[src/inc/csre_defs.svh]
`ifndef CSRE_DEFS_SVH
`define CSRE_DEFS_SVH

// ****************************************
// register encodings (op0 op1 crn crm op2)
// ****************************************
`define CSRE_OP0          2'h3
`define CSRE_OP1_MONCTL   3'h6
`define CSRE_CRN          4'hC
`define CSRE_CRM          4'hC
`define CSRE_OP2_MONCTL   3'h4
`define CSRE_OP1_KSRE     3'h0
`define CSRE_OP2_KSRE     3'h5

// ****************************************
// field positions
// ****************************************
`define CSRE_CP_NS_BIT    1
`define CSRE_CP_S_BIT     0
`define CSRE_IRQ_BD_BIT   2
`define CSRE_FIQ_BD_BIT   1
`define CSRE_IFEN_BIT     0

// ****************************************
// reset values and syndrome
// ****************************************
`define CSRE_KSRE_RESET   1'h0
`define CSRE_CP_RESET     1'h0
`define CSRE_SYNDROME     6'h18

`endif

[src/inc/csre_pkg.sv]
package csre_pkg;

  typedef enum logic [3:0] {
    CSRE_LVL_USER  = 4'h1,
    CSRE_LVL_KERN  = 4'h2,
    CSRE_LVL_HYP   = 4'h4,
    CSRE_LVL_MON   = 4'h8
  } csre_level_e;

  typedef enum logic [2:0] {
    CSRE_RES_OK    = 3'h1,
    CSRE_RES_UNDEF = 3'h2,
    CSRE_RES_TRAP  = 3'h4
  } csre_result_e;

  typedef struct packed {
    logic        valid;
    logic        write;
    logic [1:0]  op0;
    logic [2:0]  op1;
    logic [3:0]  crn;
    logic [3:0]  crm;
    logic [2:0]  op2;
    csre_level_e level;
    logic        nonsecure;
    logic [63:0] wdata;
  } csre_req_s;

  typedef struct packed {
    logic         valid;
    csre_result_e result;
    logic [1:0]   trap_level;
    logic [5:0]   syndrome;
    logic [63:0]  rdata;
  } csre_rsp_s;

  typedef struct packed {
    logic has_mon;
    logic has_hyp;
    logic sysreg_only;
    logic realm_ext;
    logic no_irq_bypass;
    logic no_fiq_bypass;
  } csre_cfg_s;

  typedef struct packed {
    logic mon_ifen;
    logic hyp_ifen;
    logic mon_enable;
    logic hyp_enable;
    logic mon_irq_bd;
    logic mon_fiq_bd;
    logic hyp_irq_bd;
    logic hyp_fiq_bd;
    logic dist_sec_dis;
  } csre_ctx_s;

endpackage
[src/hw/csre_ctrl.sv]
// Operation
// - ns select 0: separate group1 binary point
// - ns select 1: group0 point governs both
// - secure select same for secure group1
// - select bits unspecified after warm reset
// - lower levels: monitor control access undefined
// - monitor level traps 0x18 unless enabled
// - decode monitor control register encoding
// - irq bypass disable, fixed one if absent
// - fiq bypass disable, fixed one if absent
// - bypass bits alias monitor or hypervisor copies
// - interface enable zero: kernel accesses trap
// - sysreg-only implementation: enable reads one
// - secure enable zero while monitor bit zero
// - nonsecure enable zero while higher bits zero
// - realm extension: enable reads one
// - fixed-one copies need fixed higher bits
// - kernel enable bits reset to zero
`timescale 1ns/1ps
`include "csre_defs.svh"
module csre_ctrl
  import csre_pkg::*;
(
  input  wire  logic      clk,
  input  wire  logic      rst_n,
  input  wire  csre_cfg_s cfg,
  input  wire  csre_ctx_s ctx,
  input  wire  csre_req_s req,
  output csre_rsp_s       rsp,
  output logic            ns_group1_uses_group0,
  output logic            s_group1_uses_group0,
  output logic            irq_bypass_disable,
  output logic            fiq_bypass_disable,
  output logic            ifen_secure,
  output logic            ifen_nonsecure,
  output logic            kernel_other_trap
);

  // ****************************************
  // state
  // ****************************************
  logic      cp_ns;
  logic      cp_s;
  logic      irq_bd;
  logic      fiq_bd;
  logic      en_s;
  logic      en_ns;
  csre_rsp_s rsp_q;
  logic      next_cp_ns;
  logic      next_cp_s;
  logic      next_irq_bd;
  logic      next_fiq_bd;
  logic      next_en_s;
  logic      next_en_ns;
  csre_rsp_s next_rsp;
  logic      hit_monctl;
  logic      hit_ksre;
  logic      ifen_fixed;
  logic      s_gate;
  logic      ns_gate;
  logic      bd_rw;
  logic      eff_irq;
  logic      eff_fiq;
  logic      eff_en;

  csre_decode i_csre_decode (
    .req        (req),
    .hit_monctl (hit_monctl),
    .hit_ksre   (hit_ksre)
  );

  // ****************************************
  // effective field values
  // ****************************************
  always_comb begin
    // fixed one only legal when higher copies are fixed too; integrator's job
    ifen_fixed = cfg.sysreg_only || cfg.realm_ext;
    s_gate     = cfg.has_mon && !ctx.mon_ifen;
    ns_gate    = (cfg.has_hyp && !ctx.hyp_ifen) || s_gate;
    bd_rw      = cfg.has_mon && ctx.dist_sec_dis && !cfg.has_hyp;
    if (cfg.no_irq_bypass) begin
      eff_irq = 1'b1;
    end else if (cfg.has_hyp && (!cfg.has_mon || ctx.dist_sec_dis)) begin
      eff_irq = ctx.hyp_irq_bd;
    end else if (cfg.has_mon) begin
      eff_irq = ctx.mon_irq_bd;
    end else begin
      eff_irq = irq_bd;
    end
    if (cfg.no_fiq_bypass) begin
      eff_fiq = 1'b1;
    end else if (cfg.has_hyp && (!cfg.has_mon || ctx.dist_sec_dis)) begin
      eff_fiq = ctx.hyp_fiq_bd;
    end else if (cfg.has_mon) begin
      eff_fiq = ctx.mon_fiq_bd;
    end else begin
      eff_fiq = fiq_bd;
    end
    ifen_secure    = ifen_fixed ? 1'b1 : (s_gate ? 1'b0 : en_s);
    ifen_nonsecure = ifen_fixed ? 1'b1 : (ns_gate ? 1'b0 : en_ns);
    eff_en         = req.nonsecure ? ifen_nonsecure : ifen_secure;
    kernel_other_trap = !eff_en;
    ns_group1_uses_group0 = cp_ns;
    s_group1_uses_group0  = cp_s;
    irq_bypass_disable    = eff_irq;
    fiq_bypass_disable    = eff_fiq;
  end

  // ****************************************
  // access handling
  // ****************************************
  always_comb begin
    next_cp_ns  = cp_ns;
    next_cp_s   = cp_s;
    next_irq_bd = irq_bd;
    next_fiq_bd = fiq_bd;
    next_en_s   = en_s;
    next_en_ns  = en_ns;
    next_rsp    = '0;
    next_rsp.result = CSRE_RES_OK;
    if (hit_monctl) begin
      next_rsp.valid = 1'b1;
      case (req.level)
        CSRE_LVL_MON: begin
          if (!ctx.mon_ifen) begin
            next_rsp.result     = CSRE_RES_TRAP;
            next_rsp.trap_level = 2'h3;
            next_rsp.syndrome   = `CSRE_SYNDROME;
          end else if (req.write) begin
            next_cp_ns = req.wdata[`CSRE_CP_NS_BIT];
            next_cp_s  = req.wdata[`CSRE_CP_S_BIT];
          end else begin
            next_rsp.rdata[`CSRE_CP_NS_BIT] = cp_ns;
            next_rsp.rdata[`CSRE_CP_S_BIT]  = cp_s;
          end
        end
        default: begin
          next_rsp.result = CSRE_RES_UNDEF;
        end
      endcase
    end else if (hit_ksre) begin
      next_rsp.valid = 1'b1;
      case (req.level)
        CSRE_LVL_KERN, CSRE_LVL_HYP, CSRE_LVL_MON: begin
          if (req.level == CSRE_LVL_KERN && req.nonsecure && cfg.has_hyp && !ctx.hyp_enable) begin
            next_rsp.result     = CSRE_RES_TRAP;
            next_rsp.trap_level = 2'h2;
            next_rsp.syndrome   = `CSRE_SYNDROME;
          end else if (req.level != CSRE_LVL_MON && cfg.has_mon && !ctx.mon_enable) begin
            next_rsp.result     = CSRE_RES_TRAP;
            next_rsp.trap_level = 2'h3;
            next_rsp.syndrome   = `CSRE_SYNDROME;
          end else if (req.write) begin
            if (!cfg.no_irq_bypass && (bd_rw || !cfg.has_mon && !cfg.has_hyp)) begin
              next_irq_bd = req.wdata[`CSRE_IRQ_BD_BIT];
            end
            if (!cfg.no_fiq_bypass && (bd_rw || !cfg.has_mon && !cfg.has_hyp)) begin
              next_fiq_bd = req.wdata[`CSRE_FIQ_BD_BIT];
            end
            // secure 1->0 clear is left to software to avoid
            if (!ifen_fixed && !req.nonsecure && !s_gate) begin
              next_en_s = req.wdata[`CSRE_IFEN_BIT];
            end
            if (!ifen_fixed && req.nonsecure && !ns_gate) begin
              next_en_ns = req.wdata[`CSRE_IFEN_BIT];
            end
          end else begin
            next_rsp.rdata[`CSRE_IRQ_BD_BIT] = eff_irq;
            next_rsp.rdata[`CSRE_FIQ_BD_BIT] = eff_fiq;
            next_rsp.rdata[`CSRE_IFEN_BIT]   = eff_en;
          end
        end
        default: begin
          next_rsp.result = CSRE_RES_UNDEF;
        end
      endcase
    end
  end

  // ****************************************
  // registers
  // ****************************************
  always_ff @(posedge clk or negedge rst_n) begin
    if (!rst_n) begin
      cp_ns  <= `CSRE_CP_RESET;
      cp_s   <= `CSRE_CP_RESET;
      irq_bd <= `CSRE_KSRE_RESET;
      fiq_bd <= `CSRE_KSRE_RESET;
      en_s   <= `CSRE_KSRE_RESET;
      en_ns  <= `CSRE_KSRE_RESET;
      rsp_q  <= '0;
    end else begin
      cp_ns  <= next_cp_ns;
      cp_s   <= next_cp_s;
      irq_bd <= next_irq_bd;
      fiq_bd <= next_fiq_bd;
      en_s   <= next_en_s;
      en_ns  <= next_en_ns;
      rsp_q  <= next_rsp;
    end
  end

  assign rsp = rsp_q;
endmodule

[src/hw/csre_decode.sv]
`timescale 1ns/1ps
`include "csre_defs.svh"
module csre_decode
  import csre_pkg::*;
(
  input  wire csre_req_s req,
  output logic           hit_monctl,
  output logic           hit_ksre
);

  // ****************************************
  // encoding match
  // ****************************************
  function automatic logic enc_match(input csre_req_s r, input logic [2:0] op1, input logic [2:0] op2);
    enc_match = (r.op0 == `CSRE_OP0) && (r.op1 == op1) && (r.crn == `CSRE_CRN)
             && (r.crm == `CSRE_CRM) && (r.op2 == op2);
  endfunction

  always_comb begin
    hit_monctl = req.valid && enc_match(req, `CSRE_OP1_MONCTL, `CSRE_OP2_MONCTL);
    hit_ksre   = req.valid && enc_match(req, `CSRE_OP1_KSRE, `CSRE_OP2_KSRE);
  end

endmodule

[config.mk]
export PLATFORM = sky130hd
export DESIGN_NAME = csre_ctrl
export DESIGN_NICKNAME = d
export VERILOG_FILES = /design/src/inc/csre_pkg.sv /design/src/hw/csre_ctrl.sv /design/src/hw/csre_decode.sv
export VERILOG_INCLUDE_DIRS = /design/src /design/src/inc
export SDC_FILE = /design/constraint.sdc
export NUM_CORES = 1
export LEC_CHECK = 0
export ABC_CLOCK_PERIOD_IN_PS = 1390
export BUFFER_PORTS_ARGS = -buffer_cell sky130_fd_sc_hd__buf_4
export CELL_PAD_IN_SITES_DETAIL_PLACEMENT = 1
export CELL_PAD_IN_SITES_GLOBAL_PLACEMENT = 1
export CORE_ASPECT_RATIO = 0.8
export CORE_MARGIN = 1
export CORE_UTILIZATION = 20
export DETAILED_ROUTE_END_ITERATION = 10
export PLACE_DENSITY_LB_ADDON = 0.1
export RECOVER_POWER = 100
export REMOVE_ABC_BUFFERS = 1
export SYNTH_ARGS = -nofsm -noshare
export SYNTH_HDL_FRONTEND = slang
export SYNTH_HIERARCHICAL = 1
export SYNTH_SLANG_ARGS = --single-unit
[constraint.sdc]
create_clock -name clk -period 1.39 [get_ports clk]
set_input_delay 0.139 -clock clk [delete_from_list [all_inputs] [get_ports clk]]
set_output_delay 0.139 -clock clk [all_outputs]
set_load 0.1 [all_outputs]
==> flow_summary.toml <==
[die]
die_y_um = 77.24
initial_core_util = 0.2063
rows = 27
core_area_um2 = 6858
die_x_um = 96.05
ios = 187
die_area_um2 = 7418

[placed_design]
place_area_um2 = 1804
hpwl_mm = 3.146
port_buffers = 60
gp_congestion = 0.6618

[pwr]
clkPwrFrac = 0.213
p_seq_frac = 0.216
intPower_w = 0.0008056
powerDensity_nw_per_um2 = 935.9
p_sw_frac = 0.5724
power.share.combinational = 0.571
peakVddDrop_uv = 293.1
p_leak_nw = 1.051
p_sw_w = 0.001079

[cells_and_area]
design_area_um2 = 2013
final_common_cell = "conb_1"
area_growth_pct = 42.26
drive_gt1_frac = 0.4606
nets = 346
final_cell_mix = "conb_1 (65), buf_4 (59), dfrtp_1 (14), clkbuf_2 (12), nand2_1 (9)"
diodes = 0

[hold_path]
hp-class = "in2reg"
min_to = "irq_bd$_DFFE_PN0P_"
worstHoldPathCells = 2
holdCritStartpoint = "req[2]"

[logic_synthesis]
synth_area_per_cell_um2 = 8.844
ys_warn_count = 6
synth-adder-area-share = 0
synth_area_um2 = 1415
synth_top_family_by_area = "buffers and inverters"
yosys.area_share.simple = 0.2228
synthDistinctLibCells = 42
ys_ff_latch = 14
synth.area.mux_share = 0.05482
synth_cells = 160
synth_compound_area_frac = 0.09107
synth_xor_xnor_area_share = 0.006189
yosysSeqAreaShare = 0.2476

[global_route]
grt_pass1_vias = 1149
grt_pass1_wl_mm = 5.754
grt_antenna_before_repair = 0
grt_max_degree = 15
gr-total-overflow = 0
grt_use_total = 0.1007

[worst_setup_path]
cpMostUsedCell = "nor4b_4"
r2r_end = "rsp[1]$_DFF_PN0_"
required_ns = 1.52
r2r_slack_ns = 0.09
crit_slowest_cell = "or4_4"
reg2regPathDepth = 5
cp_cell_sequence = "buf_6 -> or4b_1 -> or4_4 -> nor4b_4 -> nor4b_4 -> a22oi_2 -> nor3_4 -> nand4_1 -> mux2_4"
cpPeakStageDelay_ns = 0.54
arrival_ns = 2.68
critPathLaunchType = "input port"
cp_max_fo = 5
r2r_start = "fiq_bd$_DFFE_PN0P_"
critPathKind = "in2reg"
end_kind = "flip-flop"

[clocking]
clock-root-buffer = "clkbuf_8"
cts_tree = "yes"
htree_num_levels = 1
cts-buffers-inserted = 3
clkSlewWorstSetupHoldPaths_ns = 0.06
clock_path_buffers = 2
clk_latency_ns = 0.24
cts_sinks = 14

[sta]
fmax_mhz = 392.5
relSlewSlack = 0.4618
worst_slack_ns = -1.157
final_hold_viol_count = 0
worst_pin_slew_ns = 0.8072
finalSetupTns_ns = -12.00
finalCritPeriodShare = 1.833
fin_skew_ns = 0.002447
maxSlewViolCount = 0
setup_violations = 16
period_needed_ns = 2.547
rsz0062_at_grt = "true"

[drt]
viasPerCell = 3.659
totalWireLength_mm = 3.715
first_pass_iters = 4
ant_nets = 0
drc = 0
vias = 1200
wl_per_cell_um = 11.33
drt_iter0_drc = 29

[flow_run]
maxCapViolCount = 0

[run_status]
violations = "negative setup slack"
status = "finished, violations left"
==> cell type report <==
class / count / area [um2]
multi-input combinational: 137 / 870.8
sequential: 14 / 350.3
clock buffer: 4 / 55.05
timing repair buffer: 82 / 613.1
tap: 87 / 108.9
fill: 833 / 4845
inverter: 4 / 15.01
==> flip-flops by register name, indices dropped and copies added, names as in the netlist <==
signal,flops
rsp,8
en_ns,1
en_s,1
fiq_bd,1
irq_bd,1
ns_group1_uses_group0,1
s_group1_uses_group0,1
==> cell usage after synthesis <==
master     number  area share
a22oi_1         1      0.0053
and3_1          1      0.0044
o211a_1         1      0.0071
nand4_1         3       0.013
conb_1          1      0.0026
o22ai_1         1      0.0044
nand4b_1        1      0.0062
nor2_2          1      0.0044
mux2_2          2       0.016
o31a_2          1      0.0071
a21oi_1         1      0.0035
nor4b_1         2       0.012
inv_1           4       0.011
a221oi_1        2       0.012
o21ai_0         2      0.0071
nand3_1         3       0.011
nand4bb_1       2       0.016
a22oi_2         1      0.0088
mux2i_1         1      0.0071
dfrtp_1        14        0.25
buf_2           1      0.0035
buf_4          68        0.36
nor3b_1         2       0.011
or4b_1          1      0.0071
o32ai_1         1      0.0062
o21a_1          1      0.0053
nor4b_2         2       0.021
nor2_1          8       0.021
o21bai_1        2       0.011
or2_2           1      0.0044
xor2_1          1      0.0062
mux2_1          4       0.032
a32o_1          1      0.0071
or4_4           1      0.0080
or3b_2          1      0.0062
nor2b_1         4       0.018
nand2_1        10       0.027
nor3_4          1       0.011
o22a_1          1      0.0062
nor3b_2         1      0.0088
nand2b_1        2      0.0088
nor3_1          1      0.0035
==> stage by stage <==
step | hold WS, ns | std cells | setup slack, ns | util | power [W]
3_5_place_dp | 0.005579 | 316 | -1.639 | 0.2631 | 0.001455
6_report | 0.1018 | 328 | -1.157 | 0.2936 | 0.001884
4_1_cts | 0.09788 | 324 | -1.113 | 0.2863 | 0.001889
2_1_floorplan | -0.1566 | 155 | -1.419 | - | 0.001293
5_1_grt | 0.1089 | 328 | -1.283 | 0.2936 | 0.001961
3_3_place_gp | 0.007074 | 316 | -1.572 | 0.2631 | 0.001456
==> critical path, delay by kind of cell <==
family | cells | cell delay (ns)
AND/OR/NAND/NOR | 6 | 2.01
AO/OA/AOI/OAI | 1 | 0.11
buffers and inverters | 1 | 0.09
multiplexers | 1 | 0.32
==> per-layer routing <==
| metal | up-vias | track usage | part of all wire |
|---|---|---|---|
| met1 | 556 | 0.1356 | 0.45 |
| met3 | 2 | 0.01587 | 0.068 |
| met4 | 0 | 0.02239 | 0.0078 |
| li1 | 577 | - | - |
| met5 | - | 0 | 0 |
| met2 | 65 | 0.1667 | 0.47 |
==> how the worst max path moves through the flow <==
stage / endpoint / startpoint / slack, ns
after global placement: en_s$_DFFE_PN0P_ / req[77] / -1.57
after detailed placement: en_s$_DFFE_PN0P_ / req[77] / -1.64
after global routing: en_s$_DFFE_PN0P_ / req[77] / -1.28
after CTS: en_s$_DFFE_PN0P_ / req[77] / -1.11
final: en_s$_DFFE_PN0P_ / req[77] / -1.16
after floorplan: rsp[67] / rsp[67]$_DFF_PN0_ / -1.42
==> power by group through the flow <==
stage | clock network [W] | logic [W] | registers [W]
floorplan | 0 | 0.000878 | 0.000415
CTS | 0.000422 | 0.00106 | 0.000407
finish | 0.000401 | 0.00108 | 0.000408
global placement | 0 | 0.00104 | 0.000415
detailed placement | 0 | 0.00104 | 0.000415
global route | 0.000441 | 0.00111 | 0.000407
==> cells by family after synthesis <==
group | after synthesis
DFF | 14
AOI/OAI and AO/OA | 16
and+or+nand+nor | 48
muxes | 7
buffers and inverters | 73
xor gates and xnor gates | 1
other | 1
==> repair_timing <==
action / CTS / global route
resized for setup: 15 / 14
hold buffers: 1 / 0
buffers inserted: 5 / 4
endpoints found under the hold margin: 14 / 0
endpoints found under the setup margin: 16 / 18
pin swaps: 7 / 6
Power figures use the tool's default switching activity.
